`src/hdl/gauge_pkg.sv`:
```
`default_nettype none
package gauge_pkg;

  // ---------------------------------------------------------------
  // Register map (printed offsets, byte-wide address)
  // ---------------------------------------------------------------
  localparam logic [7:0] ADDR_STATUS       = 8'h00;
  localparam logic [7:0] ADDR_CUR_LIMITS   = 8'h01;
  localparam logic [7:0] ADDR_VOLT_LIMITS  = 8'h02;
  localparam logic [7:0] ADDR_TEMP_LIMITS  = 8'h03;
  localparam logic [7:0] ADDR_SOC_LIMITS   = 8'h04;
  localparam logic [7:0] ADDR_REM_CAP      = 8'h05;
  localparam logic [7:0] ADDR_SOC          = 8'h06;
  localparam logic [7:0] ADDR_FULL_CAP     = 8'h10;
  localparam logic [7:0] ADDR_TTE          = 8'h11;
  localparam logic [7:0] ADDR_CYCLES       = 8'h17;
  localparam logic [7:0] ADDR_CONFIG       = 8'h1D;
  localparam logic [7:0] ADDR_TTF          = 8'h20;

  // ---------------------------------------------------------------
  // Status bit positions
  // ---------------------------------------------------------------
  localparam int ST_POR  = 1;
  localparam int ST_IMN  = 2;
  localparam int ST_BST  = 3;
  localparam int ST_IMX  = 6;
  localparam int ST_STEP = 7;
  localparam int ST_VMN  = 8;
  localparam int ST_TMN  = 9;
  localparam int ST_SMN  = 10;
  localparam int ST_INS  = 11;
  localparam int ST_VMX  = 12;
  localparam int ST_TMX  = 13;
  localparam int ST_SMX  = 14;
  localparam int ST_REM  = 15;

  // Config bits: sticky per channel (current, voltage, temp, charge)
  localparam int CFG_STICKY_LSB = 0;
  localparam int CFG_ALERT_EN   = 4;
  localparam int CFG_DONE       = 5;

  // ---------------------------------------------------------------
  // Reset values
  // ---------------------------------------------------------------
  localparam logic [15:0] STATUS_RST     = 16'h0002;
  localparam logic [15:0] CUR_LIM_RST    = 16'h7F80;
  localparam logic [15:0] VOLT_LIM_RST   = 16'hFF00;
  localparam logic [15:0] TEMP_LIM_RST   = 16'h7F80;
  localparam logic [15:0] SOC_LIM_RST    = 16'hFF00;
  localparam logic [5:0]  CONFIG_RST     = 6'h00;

  // ---------------------------------------------------------------
  // Timing
  // ---------------------------------------------------------------
  localparam int CLK_HZ         = 10_000_000;
  localparam int VALID_DELAY_MS = 351;
  localparam int VALID_CYCLES   = (CLK_HZ / 1000) * VALID_DELAY_MS;

  // ---------------------------------------------------------------
  // Carriers
  // ---------------------------------------------------------------
  typedef struct packed {
    logic [15:0] current;
    logic [15:0] voltage;
    logic [15:0] temp;
  } meas_t;

  typedef struct packed {
    logic [15:0] rem_cap;
    logic [15:0] soc;
    logic [15:0] full_cap;
    logic [15:0] time_until_empty;
    logic [15:0] cycles;
    logic [15:0] time_until_full;
  } results_t;

endpackage
`default_nettype wire

```
`src/hdl/gauge_status_and_result_regs.sv`:
```
// Operation
// Results read zero until 351ms after configuration
// Time, resistance, voltage words keep standard steps
// Charge percent unsigned, 1/256 percent per bit
// Current signed, 1.5625uV per sense unit
// Temperature signed, 1/256 degree per bit
// Capacity unsigned, 5.0uVH per sense unit
// Cycle count one percent per bit
// Power-on flag set by reset, host clears
// Status resets to 0x0002
// Current below/above limits sets D2/D6
// Voltage below/above limits sets D8/D12
// Temperature below/above limits sets D9/D13
// Charge below/above limits sets D10/D14
// Absent bit D3 follows cell presence
// Whole-percent charge crossing sets D7, sticky
// Cell insertion sets D11 until cleared
// Cell removal sets D15 until cleared
// D0, D4, D5 undefined; host ignores
// Sticky setting chooses host or auto clear
// Alert enable gates only the pin
// Host clears flag by writing zero
`default_nettype none
module gauge_status_and_result_regs #(
  parameter int VALID_CYCLES = gauge_pkg::VALID_CYCLES
) (
  // Clock and reset
  input  wire logic              clk,
  input  wire logic              srst,
  // Register port
  input  wire logic [7:0]        addr,
  input  wire logic [15:0]       wdata,
  input  wire logic              wr,
  input  wire logic              rd,
  output logic [15:0]            rdata,
  // Measurement side
  input  wire gauge_pkg::meas_t    meas,
  input  wire logic                meas_valid,
  input  wire gauge_pkg::results_t results,
  input  wire logic                results_valid,
  // Detect input pin, high while no cell pulls it down
  input  wire logic              detect_input_pin,
  // Open-drain alert pin, active low
  output logic                   alert_output_pin_o,
  output logic                   alert_output_pin_oe,
  // Results valid indication
  output logic                   results_ready
);

  // ---------------------------------------------------------------
  // Control registers
  // ---------------------------------------------------------------
  logic [15:0] cur_lim_q, volt_lim_q, temp_lim_q, soc_lim_q;
  logic [5:0]  cfg_q;
  logic        wr_status, wr_cfg;
  assign wr_status = wr && (addr == gauge_pkg::ADDR_STATUS);
  assign wr_cfg    = wr && (addr == gauge_pkg::ADDR_CONFIG);
  always_ff @(posedge clk) begin
    if (srst) begin
      cur_lim_q  <= gauge_pkg::CUR_LIM_RST;
      volt_lim_q <= gauge_pkg::VOLT_LIM_RST;
      temp_lim_q <= gauge_pkg::TEMP_LIM_RST;
      soc_lim_q  <= gauge_pkg::SOC_LIM_RST;
      cfg_q      <= gauge_pkg::CONFIG_RST;
    end else if (wr) begin
      if (addr == gauge_pkg::ADDR_CUR_LIMITS) cur_lim_q <= wdata;
      if (addr == gauge_pkg::ADDR_VOLT_LIMITS) volt_lim_q <= wdata;
      if (addr == gauge_pkg::ADDR_TEMP_LIMITS) temp_lim_q <= wdata;
      if (addr == gauge_pkg::ADDR_SOC_LIMITS) soc_lim_q <= wdata;
      if (wr_cfg) cfg_q <= wdata[5:0];
    end
  end

  // ---------------------------------------------------------------
  // Detect pin synchroniser and edges
  // ---------------------------------------------------------------
  logic det_s1_q, det_s2_q, det_s3_q, det_armed_q;
  logic [1:0] det_fill_q;
  logic inserted, removed;
  always_ff @(posedge clk) begin
    if (srst) begin
      det_s1_q    <= 1'b0;
      det_s2_q    <= 1'b0;
      det_s3_q    <= 1'b0;
      det_armed_q <= 1'b0;
      det_fill_q  <= 2'b00;
    end else begin
      det_s1_q    <= detect_input_pin;
      det_s2_q    <= det_s1_q;
      det_s3_q    <= det_s2_q;
      det_fill_q  <= {det_fill_q[0], 1'b1};
      det_armed_q <= det_fill_q[1];
    end
  end
  // Edges are ignored until the pipeline holds real pin samples
  assign inserted = det_armed_q && det_s3_q && !det_s2_q;
  assign removed  = det_armed_q && !det_s3_q && det_s2_q;

  // ---------------------------------------------------------------
  // Result holding and valid timer
  // ---------------------------------------------------------------
  gauge_pkg::results_t res_q;
  logic [21:0] vtimer_q;
  logic        cfg_done_d1_q, valid_q;
  logic        step_hit;
  always_ff @(posedge clk) begin
    if (srst) begin
      res_q <= '0;
    end else if (results_valid) begin
      res_q <= results;
    end
  end
  // A whole-percent crossing shows up as a new upper byte
  assign step_hit = results_valid && (results.soc[15:8] != res_q.soc[15:8]);
  always_ff @(posedge clk) begin
    if (srst) begin
      vtimer_q      <= '0;
      cfg_done_d1_q <= 1'b0;
      valid_q       <= 1'b0;
    end else begin
      cfg_done_d1_q <= cfg_q[gauge_pkg::CFG_DONE];
      if (cfg_q[gauge_pkg::CFG_DONE] && !cfg_done_d1_q) begin
        vtimer_q <= '0;
        valid_q  <= 1'b0;
      end else if (!cfg_q[gauge_pkg::CFG_DONE]) begin
        valid_q  <= 1'b0;
      end else if (!valid_q) begin
        if (vtimer_q == 22'(VALID_CYCLES - 1)) begin
          valid_q <= 1'b1;
        end
        vtimer_q <= vtimer_q + 22'h000001;
      end
    end
  end
  assign results_ready = valid_q;

  // ---------------------------------------------------------------
  // Limit compare: upper byte of each reading against min/max bytes
  // ---------------------------------------------------------------
  // Channel order: 0 current, 1 voltage, 2 temperature, 3 charge
  logic [3:0] lo_hit, hi_hit, upd, sticky;
  logic [3:0] lo_q, hi_q;
  always_comb begin
    lo_hit[0] = $signed(meas.current[15:8]) < $signed(cur_lim_q[7:0]);
    hi_hit[0] = $signed(meas.current[15:8]) > $signed(cur_lim_q[15:8]);
    lo_hit[1] = meas.voltage[15:8] < volt_lim_q[7:0];
    hi_hit[1] = meas.voltage[15:8] > volt_lim_q[15:8];
    lo_hit[2] = $signed(meas.temp[15:8]) < $signed(temp_lim_q[7:0]);
    hi_hit[2] = $signed(meas.temp[15:8]) > $signed(temp_lim_q[15:8]);
    lo_hit[3] = results.soc[15:8] < soc_lim_q[7:0];
    hi_hit[3] = results.soc[15:8] > soc_lim_q[15:8];
    upd       = {results_valid, meas_valid, meas_valid, meas_valid};
  end
  assign sticky = cfg_q[gauge_pkg::CFG_STICKY_LSB +: 4];
  localparam int LO_POS [4] = '{gauge_pkg::ST_IMN, gauge_pkg::ST_VMN,
                                gauge_pkg::ST_TMN, gauge_pkg::ST_SMN};
  localparam int HI_POS [4] = '{gauge_pkg::ST_IMX, gauge_pkg::ST_VMX,
                                gauge_pkg::ST_TMX, gauge_pkg::ST_SMX};
  // Limit flags set regardless of the alert enable; set wins over clear
  for (genvar c = 0; c < 4; c++) begin : g_lim
    always_ff @(posedge clk) begin
      if (srst) begin
        lo_q[c] <= 1'b0;
        hi_q[c] <= 1'b0;
      end else begin
        if (upd[c] && lo_hit[c]) begin
          lo_q[c] <= 1'b1;
        end else if (wr_status && !wdata[LO_POS[c]]) begin
          lo_q[c] <= 1'b0;
        end else if (upd[c] && !sticky[c]) begin
          lo_q[c] <= 1'b0;
        end
        if (upd[c] && hi_hit[c]) begin
          hi_q[c] <= 1'b1;
        end else if (wr_status && !wdata[HI_POS[c]]) begin
          hi_q[c] <= 1'b0;
        end else if (upd[c] && !sticky[c]) begin
          hi_q[c] <= 1'b0;
        end
      end
    end
  end

  // ---------------------------------------------------------------
  // Event flags
  // ---------------------------------------------------------------
  logic por_q, step_q, ins_q, rem_q;
  always_ff @(posedge clk) begin
    if (srst) begin
      por_q  <= 1'b1;
      step_q <= 1'b0;
      ins_q  <= 1'b0;
      rem_q  <= 1'b0;
    end else begin
      if (wr_status && !wdata[gauge_pkg::ST_POR]) por_q <= 1'b0;
      if (step_hit) begin
        step_q <= 1'b1;
      end else if (wr_status && !wdata[gauge_pkg::ST_STEP]) begin
        step_q <= 1'b0;
      end
      if (inserted) begin
        ins_q <= 1'b1;
      end else if (wr_status && !wdata[gauge_pkg::ST_INS]) begin
        ins_q <= 1'b0;
      end
      if (removed) begin
        rem_q <= 1'b1;
      end else if (wr_status && !wdata[gauge_pkg::ST_REM]) begin
        rem_q <= 1'b0;
      end
    end
  end

  // ---------------------------------------------------------------
  // Status word
  // ---------------------------------------------------------------
  logic [15:0] status;
  logic        absent;
  // Absent follows the pin after sync; reads 0 until samples arrive
  assign absent = det_armed_q && det_s3_q;
  always_comb begin
    status                       = 16'h0000;
    status[gauge_pkg::ST_POR]    = por_q;
    status[gauge_pkg::ST_BST]    = absent;
    status[gauge_pkg::ST_STEP]   = step_q;
    status[gauge_pkg::ST_INS]    = ins_q;
    status[gauge_pkg::ST_REM]    = rem_q;
    for (int c = 0; c < 4; c++) begin
      status[LO_POS[c]] = lo_q[c];
      status[HI_POS[c]] = hi_q[c];
    end
  end

  // ---------------------------------------------------------------
  // Read port: data stands only in the cycle after the strobe
  // ---------------------------------------------------------------
  logic [15:0] rdata_d, rdata_q, res_view;
  always_comb begin
    res_view = 16'h0000;
    rdata_d  = 16'h0000;
    unique case (addr)
      gauge_pkg::ADDR_REM_CAP:  res_view = res_q.rem_cap;
      gauge_pkg::ADDR_SOC:      res_view = res_q.soc;
      gauge_pkg::ADDR_FULL_CAP: res_view = res_q.full_cap;
      gauge_pkg::ADDR_TTE:      res_view = res_q.time_until_empty;
      gauge_pkg::ADDR_CYCLES:   res_view = res_q.cycles;
      gauge_pkg::ADDR_TTF:      res_view = res_q.time_until_full;
      default:                  res_view = 16'h0000;
    endcase
    unique case (addr)
      gauge_pkg::ADDR_STATUS:      rdata_d = status;
      gauge_pkg::ADDR_CUR_LIMITS:  rdata_d = cur_lim_q;
      gauge_pkg::ADDR_VOLT_LIMITS: rdata_d = volt_lim_q;
      gauge_pkg::ADDR_TEMP_LIMITS: rdata_d = temp_lim_q;
      gauge_pkg::ADDR_SOC_LIMITS:  rdata_d = soc_lim_q;
      gauge_pkg::ADDR_CONFIG:      rdata_d = {10'h000, cfg_q};
      default:                     rdata_d = valid_q ? res_view : 16'h0000;
    endcase
  end

  always_ff @(posedge clk) begin
    if (srst) begin
      rdata_q <= 16'h0000;
    end else begin
      rdata_q <= rd ? rdata_d : 16'h0000;
    end
  end
  assign rdata = rdata_q;

  // ---------------------------------------------------------------
  // Alert pin: only the pin is gated by the enable
  // ---------------------------------------------------------------
  logic alert_q;
  always_ff @(posedge clk) begin
    if (srst) begin
      alert_q <= 1'b0;
    end else begin
      alert_q <= cfg_q[gauge_pkg::CFG_ALERT_EN] && (|{lo_q, hi_q});
    end
  end
  assign alert_output_pin_o  = 1'b0;
  assign alert_output_pin_oe = alert_q;

  // ---------------------------------------------------------------
  // Assertions
  // ---------------------------------------------------------------
  property p_status_reset;
    @(posedge clk) $fell(srst) |-> (status == gauge_pkg::STATUS_RST);
  endproperty
  a_status_reset: assert property (p_status_reset) else $error("status not 0x0002 after reset");
  property p_por_hold;
    @(posedge clk) disable iff (srst)
      por_q && !(wr_status && !wdata[gauge_pkg::ST_POR]) |=> por_q;
  endproperty
  a_por_hold: assert property (p_por_hold) else $error("power-on flag dropped without write");
  property p_cur_low;
    @(posedge clk) disable iff (srst)
      meas_valid && lo_hit[0] |=> status[gauge_pkg::ST_IMN];
  endproperty
  a_cur_low: assert property (p_cur_low) else $error("low current flag not set");
  property p_volt_high;
    @(posedge clk) disable iff (srst)
      meas_valid && hi_hit[1] |=> status[gauge_pkg::ST_VMX];
  endproperty
  a_volt_high: assert property (p_volt_high) else $error("high voltage flag not set");
  property p_temp_low;
    @(posedge clk) disable iff (srst)
      meas_valid && lo_hit[2] |=> status[gauge_pkg::ST_TMN];
  endproperty
  a_temp_low: assert property (p_temp_low) else $error("low temperature flag not set");
  property p_soc_high;
    @(posedge clk) disable iff (srst)
      results_valid && hi_hit[3] |=> status[gauge_pkg::ST_SMX];
  endproperty
  a_soc_high: assert property (p_soc_high) else $error("high charge flag not set");
  property p_sticky_auto;
    @(posedge clk) disable iff (srst)
      meas_valid && !sticky[0] && !lo_hit[0] |=> !status[gauge_pkg::ST_IMN];
  endproperty
  a_sticky_auto: assert property (p_sticky_auto) else $error("non-sticky flag not cleared");
  property p_absent;
    @(posedge clk) disable iff (srst)
      det_armed_q |-> (status[gauge_pkg::ST_BST] == $past(detect_input_pin, 3));
  endproperty
  a_absent: assert property (p_absent) else $error("absent bit wrong");
  property p_insert;
    @(posedge clk) disable iff (srst)
      det_armed_q && $fell(det_s2_q) |=> status[gauge_pkg::ST_INS];
  endproperty
  a_insert: assert property (p_insert) else $error("insertion flag missing");
  property p_remove;
    @(posedge clk) disable iff (srst)
      removed |=> rem_q;
  endproperty
  a_remove: assert property (p_remove) else $error("removal flag missing");
  property p_step;
    @(posedge clk) disable iff (srst)
      step_hit |=> step_q;
  endproperty
  a_step: assert property (p_step) else $error("charge step flag missing");
  property p_hidden_results;
    @(posedge clk) disable iff (srst)
      rd && !valid_q && (addr == gauge_pkg::ADDR_SOC) |=> (rdata == 16'h0000);
  endproperty
  a_hidden_results: assert property (p_hidden_results) else $error("results shown early");
  property p_dontcare_zero;
    @(posedge clk) disable iff (srst)
      rd && (addr == gauge_pkg::ADDR_STATUS) |=> (rdata[0] == 1'b0) && (rdata[5:4] == 2'b00);
  endproperty
  a_dontcare_zero: assert property (p_dontcare_zero) else $error("reserved bits nonzero");
  c_por_cleared: cover property (@(posedge clk) disable iff (srst) $fell(por_q));
  c_results_valid: cover property (@(posedge clk) disable iff (srst) $rose(valid_q));
  c_alert_driven: cover property (@(posedge clk) disable iff (srst) $rose(alert_output_pin_oe));
  c_insert_remove: cover property (@(posedge clk) disable iff (srst) ins_q && rem_q);

endmodule
`default_nettype wire

```
`config.mk`:
```
export PLATFORM = sky130hd
export DESIGN_NAME = gauge_status_and_result_regs
export DESIGN_NICKNAME = d
export VERILOG_FILES = /design/src/hdl/gauge_pkg.sv /design/src/hdl/gauge_status_and_result_regs.sv
export SDC_FILE = /design/constraint.sdc
export NUM_CORES = 1
export LEC_CHECK = 0
export ABC_CLOCK_PERIOD_IN_PS = 3000
export BUFFER_PORTS_ARGS = -buffer_cell sky130_fd_sc_hd__buf_4
export CAP_MARGIN = 30
export CORE_MARGIN = 2
export CORE_UTILIZATION = 50
export CTS_CLUSTER_SIZE = 24
export DETAILED_ROUTE_END_ITERATION = 10
export PLACE_DENSITY_LB_ADDON = 0.08
export REMOVE_ABC_BUFFERS = 1
export SLEW_MARGIN = 25
export SYNTH_ARGS = -nofsm -noshare
export SYNTH_HDL_FRONTEND = slang
export SYNTH_SLANG_ARGS = --single-unit
```
`constraint.sdc`:
```
create_clock -name clk -period 3 [get_ports clk]
set_clock_uncertainty 0.15 [all_clocks]
set_input_delay 0.6 -clock clk [delete_from_list [all_inputs] [get_ports clk]]
set_output_delay 0.6 -clock clk [all_outputs]
set_load 0.02 [all_outputs]
```
==> impl_metrics.env <==
export IMPL_status="finished clean"
export IMPL_ios=194
export IMPL_synth_edff_count=0
export IMPL_max_freq_mhz=426
export IMPL_grt_max_degree=57
export IMPL_rsz0062_at_grt="no"
export IMPL_grt_pass1_wl_um=52000
export IMPL_drive_gt1_frac=0.200
export IMPL_gp_congestion=0.877
export IMPL_synth_distinct_cells=63
export IMPL_final_util=0.626
export IMPL_combPwrFrac=0.089
export IMPL_htreeDepth=1
export IMPL_end_kind="register"
export IMPL_fin_tns_setup_ps=0
export IMPL_antenna_left=0
export IMPL_wl_um=32800
export IMPL_critPathMaxFanout=10
export IMPL_netlist_area_sq_mm=0.0110
export IMPL_cts_setup_buffers=0
export IMPL_cts_tree="done"
export IMPL_clk_latency_ps=530
export IMPL_cp_data_arrival_time_ps=2590
export IMPL_grt_use_total=0.278
export IMPL_synth_mux_area_frac=0.106
export IMPL_path_class="input pin to register"
export IMPL_postSynthCellCount=1233
export IMPL_dp_hpwl_um=24300
export IMPL_synth_async_reset_ratio=0
export IMPL_die_w_um=152
export IMPL_overflow=0
export IMPL_ir_drop_uv=328
export IMPL_nets=1626
export IMPL_min_from="results[47]"
export IMPL_cap_violations=0
export IMPL_final_cells=1687
export IMPL_die_area_sq_mm=0.0232
export IMPL_clkTransAtPathRegs_ps=60
export IMPL_cts_hold_buffers=0
export IMPL_drtPass1Iterations=6
export IMPL_grt_pass1_vias=9349
export IMPL_hold_worst_slack_ps=153
export IMPL_ys_warnings_count=0
export IMPL_crit_required_ps=3240
export IMPL_clock_sinks=225
export IMPL_yosys_area_share_adder=0.0695
export IMPL_die_h_um=152
export IMPL_dp_cells=1643
export IMPL_clockRootBuffer="clkbuf_16"
export IMPL_n_antenna_cell=0
export IMPL_intPower_uw=5500
export IMPL_fp_row_count=54
export IMPL_initialDrtViolationCount=753
export IMPL_p_sw_frac=0.228
export IMPL_synth_flop_cell="dfxtp_1"
export IMPL_r2r_start="cfg_q[5]"
export IMPL_relSlewSlack=0.507
export IMPL_drv_slew=0
export IMPL_yosys_area_share_simple=0.170
export IMPL_fp_coreArea_sq_mm=0.0217
export IMPL_fin_crit_ps=2350
export IMPL_io_buffer_count=168
export IMPL_hold_violations=0
export IMPL_area_growth_pct=23.6
export IMPL_p_per_area_mw_per_mm2=526
export IMPL_fin_ws_ps=650
export IMPL_cp_startpoint="addr[4]"
export IMPL_synth_top_family_by_area="simple AND/OR/NAND/NOR gates"
export IMPL_p_switching_uw=1630
export IMPL_power_frac_clock=0.473
export IMPL_hp_class="input pin to register"
export IMPL_clockBufferDepth=3
export IMPL_antenna_found_initial=0
export IMPL_initial_core_util=0.506
export IMPL_tightestPinTransition_ps=739
export IMPL_cts_resized=0
export IMPL_avgSynthCellArea_sq_um=8.90
export IMPL_synth_xor_area_share=0.0199
export IMPL_p_seq_frac=0.439
export IMPL_drcViolationCount=0
export IMPL_fin_crit_sh=0.783
export IMPL_wl_per_cell_um=19.4
export IMPL_yosysSeqAreaShare=0.410
export IMPL_setup_viol=0
export IMPL_post_drt_via_cell_ratio=5.77
export IMPL_cts_made_buffers=25
export IMPL_vias=9739
export IMPL_synth_compound_area_share=0.168
export IMPL_p_leak_uw=0.00575
export IMPL_cp_start_kind="input pin"
export IMPL_ys_seq_elements=225
export IMPL_pre_cts_ws_ps=207
export IMPL_n_fill_cell=1938
==> cell usage in the layout (no fill, tap or decap), types with 15 or more instances in the layout <==
master | synthesis | final
a22o_1 | 16 | 16
ha_1 | 61 | 61
a21oi_1 | 49 | 49
nand3_1 | 22 | 22
nor2b_1 | 15 | 15
a221oi_1 | 16 | 16
mux2i_1 | 97 | 97
buf_4 | 6 | 200
a21o_1 | 19 | 19
clkbuf_16 | 0 | 25
inv_1 | 70 | 70
dfxtp_1 | 225 | 225
nor2_1 | 137 | 137
nand4_1 | 20 | 20
xnor2_1 | 19 | 19
nand2_1 | 135 | 135
o211ai_1 | 38 | 38
a22oi_1 | 29 | 29
o21ai_0 | 27 | 27
==> critical path: stages <==
cell	delay [ps]
buf_4	130
or4_1	720
nor3_4	420
nand3_1	430
nand2_1	180
nand3_1	100
==> sequential cells by signal, indices dropped and copies added, names as in the netlist, 2 cells and up <==
| signal | flops |
|---|---|
| cfg_q | 6 |
| cur_lim_q | 16 |
| det_fill_q | 2 |
| hi_q | 4 |
| lo_q | 4 |
| rdata | 16 |
| res_q | 96 |
| soc_lim_q | 16 |
| temp_lim_q | 16 |
| volt_lim_q | 16 |
| vtimer_q | 22 |
==> logic make-up (layout without fill, tap and decap cells) <==
| logic type | count (synthesis) | in the layout |
|---|---|---|
| buffers and inverters | 148 | 322 |
| DFF | 225 | 225 |
| AOI/OAI and AO/OA | 261 | 261 |
| other | 1 | 1 |
| adders and majority gates | 61 | 61 |
| xor gates and xnor gates | 25 | 25 |
| muxes | 112 | 112 |
| and+or+nand+nor | 400 | 400 |
==> path summary, 6_finish.rpt <==
path | to | slack [ps] | cells after the start
setup reg to reg | vtimer_q[21] | 790 | 5
hold / removal | res_q[47] | 150 | 3
setup / recovery | volt_lim_q[8] | 650 | 6
hold reg to reg | det_s2_q | 290 | 1
==> power groups by stage <==
stage,clock network (uW),logic (uW),registers [uW]
3_3_place_gp,0,618,3190
2_1_floorplan,0,254,3180
6_report,3370,632,3130
4_1_cts,3420,630,3130
5_1_grt,3540,693,3130
3_5_place_dp,0,625,3190
==> area by class of cell <==
type | instances | area [sq um] | share of cell area
Inverter | 70 | 263 | 0.0194
Clock buffer | 34 | 729 | 0.0538
Sequential cell | 225 | 4500 | 0.332
Tap cell | 280 | 350 | 0.0258
Multi-Input combinational cell | 860 | 5880 | 0.433
Timing Repair Buffer | 208 | 1660 | 0.122
Clock inverter | 10 | 183 | 0.0135
==> stage by stage <==
| stage | instance area (sq um) | power [uW] |
|---|---|---|
| 2_1_floorplan | 10600 | 3430 |
| 3_3_place_gp | 12700 | 3810 |
| 3_5_place_dp | 12700 | 3820 |
| 4_1_cts | 13600 | 7180 |
| 5_1_grt | 13600 | 7370 |
| 6_report | 13600 | 7130 |
==> cell usage after synthesis, drive strengths merged, types with 13 or more instances <==
master	instances	area [sq um]
nand3	22	110
nand4	20	125
mux2	13	146
buf	37	199
o21ai	27	135
nor2b	15	93.8
a21oi	54	289
o211ai	38	285
xnor2	19	166
inv	70	263
clkbuf	41	154
mux2i	97	971
ha	61	763
nor2	137	514
a221oi	16	140
a22o	16	140
a22oi	29	218
a21o	19	143
dfxtp	225	4500
o22ai	13	81.3
nand2	136	513
==> metal layers <==
layer / share of wire / vias up / routed length, um / global-route usage
met2: 0.46 / 347 / 14900 / 0.444
met1: 0.45 / 4642 / 14800 / 0.392
met3: 0.067 / 53 / 2200 / 0.0424
li1: - / 4697 / - / -
met5: 0 / - / 0 / 0
met4: 0.025 / 0 / 833 / 0.0788
No activity file was read; power rests on OpenSTA's default activity.
